==> src/insulation_settings_pkg.sv <==
// constants of the insulation monitor settings register bank
package insulation_settings_pkg;

	// register addresses (16-bit register space)
	localparam logic [15:0] ADDR_DISC_INJ_DETECT = 16'h0BD2;
	localparam logic [15:0] ADDR_FAULT_LOC_MODE = 16'h0BD3;
	localparam logic [15:0] ADDR_FAULT_LOC_COUNT = 16'h0BD4;
	localparam logic [15:0] ADDR_RELAY_SELF_TEST = 16'h0BD5;
	localparam logic [15:0] ADDR_GROUND_RES = 16'h0BD6;
	localparam logic [15:0] ADDR_ALARM_ON_INHIBIT = 16'h0BD8;
	localparam logic [15:0] ADDR_SCREEN_SAVER_EN = 16'h0BD9;
	localparam logic [15:0] ADDR_SCREEN_SAVER_DLY = 16'h0BDA;
	localparam logic [15:0] ADDR_INHIBIT_INPUT_EN = 16'h0BDB;
	localparam logic [15:0] ADDR_XFMR_PRIMARY_RES = 16'h0BDC;
	localparam logic [15:0] ADDR_XFMR_COUNT = 16'h0BDD;
	localparam logic [15:0] ADDR_ADAPTER_OFFSET = 16'h0BDE;
	localparam logic [15:0] ADDR_PREV_RELAY_LOGIC = 16'h0BE0;
	localparam logic [15:0] ADDR_PREV_ALARM_DLY = 16'h0BE1;
	localparam logic [15:0] ADDR_MAIN_EVENT_MAP = 16'h0BE4;
	localparam logic [15:0] ADDR_PREV_EVENT_MAP = 16'h0BE6;
	localparam logic [15:0] ADDR_INHIBIT_SOURCE = 16'h0BE8;

	// reset values
	localparam logic [15:0] RST_RELAY_SELF_TEST = 16'h0001;
	localparam logic [31:0] RST_GROUND_RES = 32'h0FFFFFFF;
	localparam logic [15:0] RST_ALARM_ON_INHIBIT = 16'h0001;
	localparam logic [15:0] RST_SCREEN_SAVER_DLY = 16'h012C;
	localparam logic [15:0] RST_PREV_RELAY_LOGIC = 16'h0002;

	// value encodings and limits
	localparam logic [15:0] LOC_MODE_OFF = 16'h0000;
	localparam logic [15:0] LOC_MODE_PORTABLE = 16'h0001;
	localparam logic [15:0] LOC_MODE_FAULT_LOCATOR_UNIT = 16'h0003;
	localparam logic [15:0] FAULT_LOCATOR_UNIT_MAX = 16'h0032;
	localparam logic [15:0] SCREEN_DLY_MIN = 16'h001E;
	localparam logic [15:0] SCREEN_DLY_MAX = 16'h0E10;
	localparam logic [15:0] XFMR_RES_MAX = 16'h0032;
	localparam logic [15:0] RELAY_LOGIC_STANDARD = 16'h0001;
	localparam logic [15:0] RELAY_LOGIC_FAILSAFE = 16'h0002;
	localparam logic [15:0] PREV_DLY_MAX = 16'h1C20;
	localparam logic [31:0] GROUND_RES_MIN = 32'h00000064;
	localparam logic [31:0] GROUND_RES_MAX = 32'h0007A120;
	localparam logic [31:0] GROUND_RES_OFF = 32'h0FFFFFFF;

	// relay event map bit positions
	localparam int EVT_PREVENTIVE = 0;
	localparam int EVT_INSULATION = 4;
	localparam int EVT_INHIBIT = 8;
	localparam int EVT_SYSTEM_ERR = 16;
	localparam int EVT_PRODUCT_ERR = 24;
	localparam logic [31:0] MAIN_MAP_WR_MASK = 32'h01010101;
	localparam logic [31:0] PREV_MAP_WR_MASK = 32'h01010110;

	// exception codes returned on a refused access
	localparam logic [7:0] EXC_NONE = 8'h00;
	localparam logic [7:0] EXC_ILLEGAL_ADDR = 8'h02;
	localparam logic [7:0] EXC_ILLEGAL_VALUE = 8'h03;

endpackage : insulation_settings_pkg

==> src/insulation_monitor_settings_bank.sv <==
// settings register bank of the insulation monitor, 16-bit register access port
//////////////////////////////////////////////////////////////////////////////
module insulation_monitor_settings_bank
	import insulation_settings_pkg::*;
(
	// clock and reset
	input wire logic clk,
	input wire logic arst_n,
	// register access requests
	input wire logic req,
	input wire logic wr,
	input wire logic [15:0] addr,
	input wire logic [15:0] wdata,
	// register access answers
	output logic ack,
	output logic [15:0] rdata,
	output logic [7:0] exc_code,
	// live alarm levels shown in the read-only map bits
	input wire logic insulation_alarm,
	input wire logic preventive_alarm,
	// settings towards the monitoring logic
	output logic disc_inj_detect,
	output logic [15:0] fault_locating_mode,
	output logic [15:0] fault_locator_unit_count,
	output logic relay_self_test_enable,
	output logic [31:0] grounding_resistor_value,
	output logic alarm_on_inhibit,
	output logic screen_saver_enable,
	output logic [15:0] screen_saver_delay,
	output logic inhibit_input_enable,
	output logic [15:0] transformer_variant_primary_res,
	output logic [15:0] transformer_variant_count,
	output logic [31:0] adapter_offset_resistance,
	output logic [15:0] preventive_relay_logic,
	output logic [15:0] preventive_alarm_delay,
	output logic [31:0] main_relay_event_map,
	output logic [31:0] preventive_relay_event_map,
	output logic inhibit_source_select
);

	//////////////////////////////////////////////////////////////////////////
	// helpers

	function automatic logic in_range(input logic [15:0] v, input logic [15:0] lo,
		input logic [15:0] hi);
		in_range = (v >= lo) && (v <= hi);
	endfunction : in_range

	function automatic logic is_bool(input logic [15:0] v);
		is_bool = (v <= 16'h0001);
	endfunction : is_bool

	// true for the first (high-word) register of a 32-bit setting
	function automatic logic is_pair_head(input logic [15:0] a);
		is_pair_head = (a == ADDR_GROUND_RES) || (a == ADDR_ADAPTER_OFFSET) ||
			(a == ADDR_MAIN_EVENT_MAP) || (a == ADDR_PREV_EVENT_MAP);
	endfunction : is_pair_head

	//////////////////////////////////////////////////////////////////////////
	// state

	typedef struct packed {
		logic ack;
		logic [15:0] rdata;
		logic [7:0] exc;
		logic disc_inj;
		logic [15:0] loc_mode;
		logic [15:0] loc_count;
		logic self_test;
		logic [31:0] ground_res;
		logic alarm_inh;
		logic ss_en;
		logic [15:0] ss_dly;
		logic inh_en;
		logic [15:0] xfmr_res;
		logic [15:0] xfmr_cnt;
		logic [31:0] adapter;
		logic [15:0] prev_logic;
		logic [15:0] prev_dly;
		logic [31:0] main_map;
		logic [31:0] prev_map;
		logic inh_src;
		logic stage_vld;
		logic [15:0] stage_addr;
		logic [15:0] stage_hi;
	} bank_state_t;

	bank_state_t state_ff;
	bank_state_t nxt_state;

	//////////////////////////////////////////////////////////////////////////
	// next state

	always_comb begin
		logic [31:0] joined;
		logic [15:0] rd;
		logic mapped;
		logic ok;
		joined = {state_ff.stage_hi, wdata};
		rd = 16'h0000;
		mapped = 1'b1;
		ok = 1'b1;
		nxt_state = state_ff;
		nxt_state.ack = 1'b0;
		// read-only bits follow the live alarms, never the bus
		nxt_state.main_map[EVT_INSULATION] = insulation_alarm;
		nxt_state.prev_map[EVT_PREVENTIVE] = preventive_alarm;

		// read mux; reserved bits were never stored so they read zero
		case (addr)
			ADDR_DISC_INJ_DETECT: rd = {15'h0000, state_ff.disc_inj};
			ADDR_FAULT_LOC_MODE: rd = state_ff.loc_mode;
			ADDR_FAULT_LOC_COUNT: rd = state_ff.loc_count;
			ADDR_RELAY_SELF_TEST: rd = {15'h0000, state_ff.self_test};
			ADDR_GROUND_RES: rd = state_ff.ground_res[31:16];
			ADDR_GROUND_RES + 16'h0001: rd = state_ff.ground_res[15:0];
			ADDR_ALARM_ON_INHIBIT: rd = {15'h0000, state_ff.alarm_inh};
			ADDR_SCREEN_SAVER_EN: rd = {15'h0000, state_ff.ss_en};
			ADDR_SCREEN_SAVER_DLY: rd = state_ff.ss_dly;
			ADDR_INHIBIT_INPUT_EN: rd = {15'h0000, state_ff.inh_en};
			ADDR_XFMR_PRIMARY_RES: rd = state_ff.xfmr_res;
			ADDR_XFMR_COUNT: rd = state_ff.xfmr_cnt;
			ADDR_ADAPTER_OFFSET: rd = state_ff.adapter[31:16];
			ADDR_ADAPTER_OFFSET + 16'h0001: rd = state_ff.adapter[15:0];
			ADDR_PREV_RELAY_LOGIC: rd = state_ff.prev_logic;
			ADDR_PREV_ALARM_DLY: rd = state_ff.prev_dly;
			ADDR_MAIN_EVENT_MAP: rd = state_ff.main_map[31:16];
			ADDR_MAIN_EVENT_MAP + 16'h0001: rd = state_ff.main_map[15:0];
			ADDR_PREV_EVENT_MAP: rd = state_ff.prev_map[31:16];
			ADDR_PREV_EVENT_MAP + 16'h0001: rd = state_ff.prev_map[15:0];
			ADDR_INHIBIT_SOURCE: rd = {15'h0000, state_ff.inh_src};
			default: mapped = 1'b0;
		endcase

		if (req) begin
			nxt_state.ack = 1'b1;
			nxt_state.rdata = 16'h0000;
			if (!mapped) begin
				nxt_state.exc = EXC_ILLEGAL_ADDR;
			end else if (!wr) begin
				nxt_state.rdata = rd;
				nxt_state.exc = EXC_NONE;
			end else begin
				// every write to a mapped address drops a staged high half; a pair head then stages its own
				nxt_state.stage_vld = 1'b0;
				if (is_pair_head(addr)) begin
					// high word is held until its partner arrives
					nxt_state.stage_vld = 1'b1;
					nxt_state.stage_addr = addr;
					nxt_state.stage_hi = wdata;
				end else if (is_pair_head(addr - 16'h0001)) begin
					// lone low half is refused so a half-updated value never shows
					ok = state_ff.stage_vld && (state_ff.stage_addr == addr - 16'h0001);
					if (ok) begin
						case (state_ff.stage_addr)
							ADDR_GROUND_RES: begin
								ok = ((joined >= GROUND_RES_MIN) && (joined <= GROUND_RES_MAX)) ||
									(joined == GROUND_RES_OFF);
								if (ok) begin
									nxt_state.ground_res = joined;
								end
							end
							ADDR_ADAPTER_OFFSET: nxt_state.adapter = joined;
							ADDR_MAIN_EVENT_MAP: begin
								nxt_state.main_map = (joined & MAIN_MAP_WR_MASK) |
									(32'h00000001 << EVT_INSULATION) &
									{32{insulation_alarm}};
							end
							ADDR_PREV_EVENT_MAP: begin
								nxt_state.prev_map = (joined & PREV_MAP_WR_MASK) |
									(32'h00000001 << EVT_PREVENTIVE) &
									{32{preventive_alarm}};
							end
							default: ok = 1'b0;
						endcase
					end
				end else begin
					// single-word settings, out-of-range values are refused
					case (addr)
						ADDR_DISC_INJ_DETECT: begin
							ok = is_bool(wdata);
							if (ok) nxt_state.disc_inj = wdata[0];
						end
						ADDR_FAULT_LOC_MODE: begin
							ok = (wdata == LOC_MODE_OFF) || (wdata == LOC_MODE_PORTABLE) ||
								(wdata == LOC_MODE_FAULT_LOCATOR_UNIT);
							if (ok) nxt_state.loc_mode = wdata;
						end
						ADDR_FAULT_LOC_COUNT: begin
							ok = (wdata <= FAULT_LOCATOR_UNIT_MAX);
							if (ok) nxt_state.loc_count = wdata;
						end
						ADDR_RELAY_SELF_TEST: begin
							ok = is_bool(wdata);
							if (ok) nxt_state.self_test = wdata[0];
						end
						ADDR_ALARM_ON_INHIBIT: begin
							ok = is_bool(wdata);
							if (ok) nxt_state.alarm_inh = wdata[0];
						end
						ADDR_SCREEN_SAVER_EN: begin
							ok = is_bool(wdata);
							if (ok) nxt_state.ss_en = wdata[0];
						end
						ADDR_SCREEN_SAVER_DLY: begin
							ok = in_range(wdata, SCREEN_DLY_MIN, SCREEN_DLY_MAX);
							if (ok) nxt_state.ss_dly = wdata;
						end
						ADDR_INHIBIT_INPUT_EN: begin
							ok = is_bool(wdata);
							if (ok) nxt_state.inh_en = wdata[0];
						end
						ADDR_XFMR_PRIMARY_RES: begin
							ok = (wdata <= XFMR_RES_MAX);
							if (ok) nxt_state.xfmr_res = wdata;
						end
						ADDR_XFMR_COUNT: begin
							ok = (wdata == 16'h0000) || (wdata == 16'h0001) ||
								(wdata == 16'h0003);
							if (ok) nxt_state.xfmr_cnt = wdata;
						end
						ADDR_PREV_RELAY_LOGIC: begin
							ok = in_range(wdata, RELAY_LOGIC_STANDARD,
								RELAY_LOGIC_FAILSAFE);
							if (ok) nxt_state.prev_logic = wdata;
						end
						ADDR_PREV_ALARM_DLY: begin
							ok = (wdata <= PREV_DLY_MAX);
							if (ok) nxt_state.prev_dly = wdata;
						end
						ADDR_INHIBIT_SOURCE: begin
							ok = is_bool(wdata);
							if (ok) nxt_state.inh_src = wdata[0];
						end
						default: ok = 1'b0;
					endcase
				end
				nxt_state.exc = ok ? EXC_NONE : EXC_ILLEGAL_VALUE;
			end
		end
	end

	//////////////////////////////////////////////////////////////////////////
	// registers

	always_ff @(posedge clk or negedge arst_n) begin
		if (!arst_n) begin
			state_ff <= '0;
			state_ff.loc_mode <= LOC_MODE_OFF;
			state_ff.self_test <= RST_RELAY_SELF_TEST[0];
			state_ff.ground_res <= RST_GROUND_RES;
			state_ff.alarm_inh <= RST_ALARM_ON_INHIBIT[0];
			state_ff.ss_dly <= RST_SCREEN_SAVER_DLY;
			state_ff.prev_logic <= RST_PREV_RELAY_LOGIC;
		end else begin
			state_ff <= nxt_state;
		end
	end

	//////////////////////////////////////////////////////////////////////////
	// outputs, all taken from the state register

	assign ack = state_ff.ack;
	assign rdata = state_ff.rdata;
	assign exc_code = state_ff.exc;
	assign disc_inj_detect = state_ff.disc_inj;
	assign fault_locating_mode = state_ff.loc_mode;
	assign fault_locator_unit_count = state_ff.loc_count;
	assign relay_self_test_enable = state_ff.self_test;
	assign grounding_resistor_value = state_ff.ground_res;
	assign alarm_on_inhibit = state_ff.alarm_inh;
	assign screen_saver_enable = state_ff.ss_en;
	assign screen_saver_delay = state_ff.ss_dly;
	assign inhibit_input_enable = state_ff.inh_en;
	assign transformer_variant_primary_res = state_ff.xfmr_res;
	assign transformer_variant_count = state_ff.xfmr_cnt;
	assign adapter_offset_resistance = state_ff.adapter;
	assign preventive_relay_logic = state_ff.prev_logic;
	assign preventive_alarm_delay = state_ff.prev_dly;
	assign main_relay_event_map = state_ff.main_map;
	assign preventive_relay_event_map = state_ff.prev_map;
	assign inhibit_source_select = state_ff.inh_src;

endmodule : insulation_monitor_settings_bank

==> config.mk <==
export PLATFORM = sky130hd
export DESIGN_NAME = insulation_monitor_settings_bank
export DESIGN_NICKNAME = d
export VERILOG_FILES = /design/src/insulation_settings_pkg.sv /design/src/insulation_monitor_settings_bank.sv
export SDC_FILE = /design/constraint.sdc
export NUM_CORES = 1
export LEC_CHECK = 0
export BUFFER_PORTS_ARGS = -buffer_cell sky130_fd_sc_hd__buf_4
export CORE_ASPECT_RATIO = 2
export CORE_MARGIN = 4
export CORE_UTILIZATION = 55
export DETAILED_ROUTE_END_ITERATION = 7
export PLACE_DENSITY = 0.81
export SYNTH_ARGS = -nofsm -noshare
export SYNTH_HDL_FRONTEND = slang
export SYNTH_SLANG_ARGS = --single-unit
==> constraint.sdc <==
create_clock -name clk -period 4.5 [get_ports clk]
set_input_delay 0 -clock clk [delete_from_list [all_inputs] [get_ports clk]]
set_output_delay 0 -clock clk [all_outputs]
set_load 0.1 [all_outputs]
* Yosys cells after proc, flatten, opt, wreduce, memory -nomap -nowiden *
Index checks and enable logic that the tools add are counted.

word-level totals
  output and inout bits = 271
  word-level logic and storage cells = 171
  bits of input ports = 38
  flip-flop bits (word level) = 304

operators by class
  equality and inequality tests = 33
  order comparisons = 9
  bitwise operators = 4
  $add $sub $neg = 1
  multiplexer cells = 61
  reduce and logical (&&, ||, !) cells = 38

operators by type and width
  kind                                                                      number
  279-bit 2-to-1 mux                                                        2
  16-bit by 12-bit == test with 1-bit output (second input constant)        29
  16-bit one-hot mux with 21 select lines                                   1
  32-bit 2-to-1 mux                                                         10
  304-bit 2-to-1 mux                                                        1
  16-bit 2-to-1 mux                                                         16
  246-bit 2-to-1 mux                                                        1
  64-bit 2-to-1 mux                                                         2
  7-bit AND reduction                                                       16
  51-bit 2-to-1 mux                                                         1
  34-bit 2-to-1 mux                                                         1
  33-bit 2-to-1 mux                                                         1
  32-bit by 28-bit == test with 1-bit output (second input constant)        1
  32-bit by 7-bit >= comparator with 1-bit output (second input constant)   1
  32-bit by 19-bit <= comparator with 1-bit output (second input constant)  1
  25-bit by 1-bit OR with 25-bit output                                     1
  25-bit by 5-bit OR with 25-bit output                                     1
  21-bit OR reduction                                                       1
  1-bit 2-to-1 mux                                                          20
  16-bit by 1-bit == test with 1-bit output (second input constant)         1
  16-bit == test                                                            1
  16-bit by 2-bit == test with 1-bit output (second input constant)         1
  16-bit by 1-bit >= comparator with 1-bit output (second input constant)   1
  16-bit by 5-bit >= comparator with 1-bit output (second input constant)   1
  other kinds (20)                                                          34

* Longest topological paths before layout *
  depth in word-level cells = 14
  gate-level depth with buffers = 13
  gate-level depth less buffers = 9

* Worst setup path before layout *
Ideal clock, no wire load.

  path kind = input to register
  start point = in addr[0]
  end point = reg state_ff (netlist bit grounding_resistor_value[10])
  stages = 12
  required time = 4.418 ns
  data arrival time = 2.838 ns
  setup time = 0.082 ns
  setup slack = 1.580 ns
  path buffers = 3
  path through = clkbuf_1 > inv_1 > ha_1 > or4b_1 > buf_2 > or4_1 > nand2_1 > and4bb_2 > nand4_1 > nor4_4 > buf_6 > mux2_2

on the way
  longest elaborated chain between the ends = 6
  elaborated cells on any way between the ends = 38
  classes of those cells = 1 x add/sub; 26 x eq/ne; 1 x mux; 1 x bitwise; 9 x reduce/logical

RTL lines
  item                                                                                                         RTL line                                                                        source
  start, declared                                                                                              insulation_monitor_settings_bank.sv:12                                          input wire logic [15:0] addr,
  16-bit by 1-bit subtractor with 16-bit output or 16-bit by 12-bit == test with 1-bit output (tied branches)  --
  16-bit by 12-bit == test with 1-bit output or 1-bit logical OR (tied branches)                               insulation_monitor_settings_bank.sv:55                                          is_pair_head = (a == ADDR_GROUND_RES) || (a == ADDR_ADAPTER_OFFSET) ||
  1-bit logical OR                                                                                             insulation_monitor_settings_bank.sv:55
  1-bit logical OR, on equally long branches                                                                   insulation_monitor_settings_bank.sv:55, insulation_monitor_settings_bank.sv:56
  1-bit logical OR or 1-bit NOT (tied branches)                                                                --
  8-bit AND reduction (no source line) (*)                                                                     --
  end signal, assigned                                                                                         insulation_monitor_settings_bank.sv:256                                         state_ff <= nxt_state;
  end, declared                                                                                                insulation_monitor_settings_bank.sv:88                                          bank_state_t state_ff;

Every way passes the cells marked *; elsewhere a longest branch is shown, timed or not.
A chain may end at the register's enable or synchronous reset.

* Worst setup path after layout *
  start point = in addr[0]
  end point = reg state_ff (netlist bit preventive_alarm_delay[0])

on the way
  longest elaborated chain between the ends = 7
  elaborated cells on any way between the ends = 37
  classes of those cells = 1 x add/sub; 25 x eq/ne; 1 x mux; 2 x bitwise; 8 x reduce/logical

RTL lines
  item                                           RTL line                                 source
  16-bit by 1-bit subtractor with 16-bit output  insulation_monitor_settings_bank.sv:151  end else if (is_pair_head(addr - 16'h0001)) begin
  16-bit by 12-bit == test with 1-bit output     insulation_monitor_settings_bank.sv:55
  1-bit logical OR (2 in a row)                  insulation_monitor_settings_bank.sv:55
  1-bit logical OR                               insulation_monitor_settings_bank.sv:56   (a == ADDR_MAIN_EVENT_MAP) || (a == ADDR_PREV_EVENT_MAP);
  1-bit NOT (no source line)                     --
  7-bit AND reduction (no source line) (*)       --

Marked as above.

==> summary.md <==
| Metric | Value |
|---|---|
| Commonest non-fill, non-tap cells in the layout | 273 x buf_4, 209 x dfrtp_1, 108 x mux2_2, 71 x and2_1, 60 x conb_1 |
| Commonest non-fill, non-tap cell in the layout | buf_4 |
| Worst hold slack | 0.1219 ns |
| Synth area leader | dfrtp_1 |
| Final Slew Violations | 0 |
| Ys Warns | 0 |
| # Post-CTS Setup Buffers | 0 |
| Placed Cells | 1607 |
| Final instance area | 15480 um2 |
| Setup_tns | 0 ns |
| # DRC | 0 |
| Vias per cell | 6.274 |
| GPL Wtd Cong | 1.044 |
| Initial core utilization | 0.5594 |
| Post-DR wirelength/cell | 28.12 um |
| Worst Path Required | 4.91 ns |
| Core ar. | 25030 um2 |
| Area of placed instances | 14450 um2 |
| Setup crit end kind | flop |
| Crit share post-route | 0.8624 |
| Post-synthesis sequential area ratio | 0.4392 |
| Max-cap viol count | 1 |
| Fill cell count | 2051 |
| Leakage | 7.422 nW |
| Drt first pass iters | 7 |
| Worst Setup SP | addr[0] |
| Share of cells above drive strength 1 | 0.3864 |
| GRT Total Usage | 0.3263 |
| Synth-to-Final Area Change | 10.57% |
| Chip height | 233.7 um |
| Synthesized flop and latch total | 244 |
| Clk pwr share | 0.428 |
| Crit path kind | in2reg |
| Post-Syn Area per Cell | 10.97 um2 |
| Max Clk Rate | 257.7 MHz |
| Fin cells | 1674 |
| Worst reg2reg path startpoint | state_ff[23] |
| Via count | 10.50k |
| Antenna violation net count after detailed routing | 0 |
| Final Worst Setup Slack | 0.6192 ns |
| Max-Slew Margin vs Limit | 0.005485 |
| CTS H-tree depth | 1 |
| Status | finished, violations left |
| Worst Setup Start Kind | input pin |
| P_int | 3.438 mW |
| Min-delay src | addr[13] |
| Peak VDD IR | 0.0002264 V |
| Die W | 120.8 um |
| Final clock skew | 0.01161 ns |
| Standard-cell rows | 82 |
| Post-synthesis cell type count | 81 |
| Fin util | 0.6185 |
| Sw power | 1.272 mW |
| Post-cts resize count | 0 |
| Crit path max fanout | 16 |
| Global-route wire length before repair | 68560 um |
| TritonCTS clock tree | done |
| Hold crit path type | in2reg |
| Clock Sinks | 244 |
| Place WS | 0.7417 ns |
| Synth area leaders | dfrtp_1 37%, buf_4 14%, mux2_2 8.7% |
| Antenna violations before repair | 0 |
| Switching share of power | 0.2700 |
| Ys async rst share | 1.000 |
| Clk slew on worst S/H paths | 0.06 ns |
| Final nets | 1364 |
| Clock buffer count from CTS | 23 |
| Initial drt markers | 1005 |
| Pwr dens | 304.2 nW/um2 |
| Combinational share of power | 0.106 |
| Via count of the first global-routing pass | 10.76k |
| I/O pins | 309 |
| Overflow after GRT | 0 |
| Max clock buf depth | 3 |
| RSZ-0062 raised after global routing | no |
| Later-pin clock latency in the skew report | 0.53 ns |
| Worst Max-Slew Pin Slew | 1.454 ns |
| PortBufs | 248 |
| Min cycle time layout | 3.881 ns |
| CP arrival | 4.29 ns |
| Cells after synthesis | 1276 |
| Ys flop type | dfrtp_1 |
| Sequential share of power | 0.467 |
| Root buf cell | clkbuf_16 |
| Final wirelength | 47070 um |
| Area fraction of the dominant cell type after synthesis | 0.3735 |
| Number of diodes | 0 |
| Final HPWL DP | 34990 um |
| Total power | 4.710 mW |
| Final setup vio count | 0 |
| Mapped Area | 14000 um2 |
| Final Hold Fails | 0 |
| Post-synth EDFFs | 0 |
| Full die area | 28230 um2 |
| Largest net degree at the start of global routing | 132 |
| Failing checks | max-capacitance violations |
layout make-up:
| cell class | count | area, um2 | share of cell area |
|---|---|---|---|
| well taps | 336 | 420.4 | 0.02715 |
| inverters | 23 | 86.33 | 0.005576 |
| repair buffers | 302 | 2365 | 0.1527 |
| clock buffers | 34 | 676.9 | 0.04372 |
| flip-flops and latches | 244 | 6150 | 0.3972 |
| multi-input cells | 728 | 5693 | 0.3677 |
| clock inverters | 7 | 92.59 | 0.005980 |
Yosys cell counts (5+ instances only):
cell	instances
nor4b_1	5
nand2_1	19
nor3_1	24
nand4b_1	6
a22o_1	28
or2_2	8
nand4_1	25
a31oi_1	6
nor2_1	32
or3_1	9
mux2_2	108
clkbuf_1	55
dfrtp_1	209
mux2_4	30
buf_6	7
buf_4	266
nand2b_1	9
o21ai_0	14
nor2b_1	17
and2_1	71
o22ai_1	19
a222oi_1	17
or4_1	5
a21oi_1	14
and3_1	23
a221oi_1	36
dfstp_2	35
nor4_1	15
o211ai_1	5
xnor2_1	12
nand3_1	19
xor2_1	9
buf_2	9
inv_1	23
path summary, 6_finish.rpt:
path / endpoint / slack [ns] / cells past startpoint
max: preventive_alarm_delay[0] / 0.62 / 10
min: exc_code[0] / 0.12 / 5
max reg2reg: adapter_offset_resistance[3] / 1.32 / 7
min reg2reg: transformer_variant_count[15] / 0.52 / 1
max in group asynchronous: fault_locating_mode[1] / 3.09 / 3
min in group asynchronous: preventive_alarm_delay[1] / 0.16 / 2
routing by layer:
layer / global-route usage / vias up / wire length (um)
met5: 0 / - / 0
met4: 0.2564 / 0 / 4342
met3: 0.04773 / 190 / 3193
met2: 0.5847 / 666 / 24710
met1: 0.3329 / 5275 / 14830
li1: - / 4372 / -
flip-flops by register name, summed over array words and instances (netlist names), 2 cells and up:
register,flops
state_ff,33
adapter_offset_resistance,32
grounding_resistor_value,32
fault_locating_mode,16
fault_locator_unit_count,16
preventive_alarm_delay,16
preventive_relay_logic,16
rdata,16
screen_saver_delay,16
transformer_variant_count,16
transformer_variant_primary_res,16
main_relay_event_map,5
preventive_relay_event_map,5
exc_code,2
kinds of logic (layout without fill, tap and decap cells):
kind of cell / count (synthesis) / in the layout / share of synthesized area
AOI/OAI and AO/OA: 182 / 182 / 0.1036
xor gates and xnor gates: 23 / 23 / 0.01653
adders and majority gates: 4 / 4 / 0.003574
buffers and inverters: 363 / 366 / 0.1732
DFF: 244 / 244 / 0.4392
muxes: 139 / 139 / 0.1197
other: 1 / 60 / 0.0002678
and+or+nand+nor: 320 / 320 / 0.1440
worst max-delay path, stage by stage:
cell,delay (ns)
dlygate4sd3_1,0.54
buf_4,0.18
inv_1,0.10
ha_1,0.28
nor4b_1,0.89
a41o_1,0.27
and4bb_2,0.25
a31oi_1,0.36
and3_1,0.96
mux2_2,0.42
repair_timing:
item,4_1_cts,5_1_grt
hold buffers,26,0
endpoints found under the hold margin,225,0
endpoints found under the setup margin,0,0
power groups by stage:
stage	clock network (mW)	logic [mW]	registers [mW]
final	2.01	0.498	2.20
after global routing	2.12	0.518	2.20
after CTS	2.04	0.494	2.20
after detailed placement	0	0.475	2.24
after global placement	0	0.472	2.24
after floorplan	0	0.375	2.24
No activity file was read; power rests on OpenSTA's default activity.
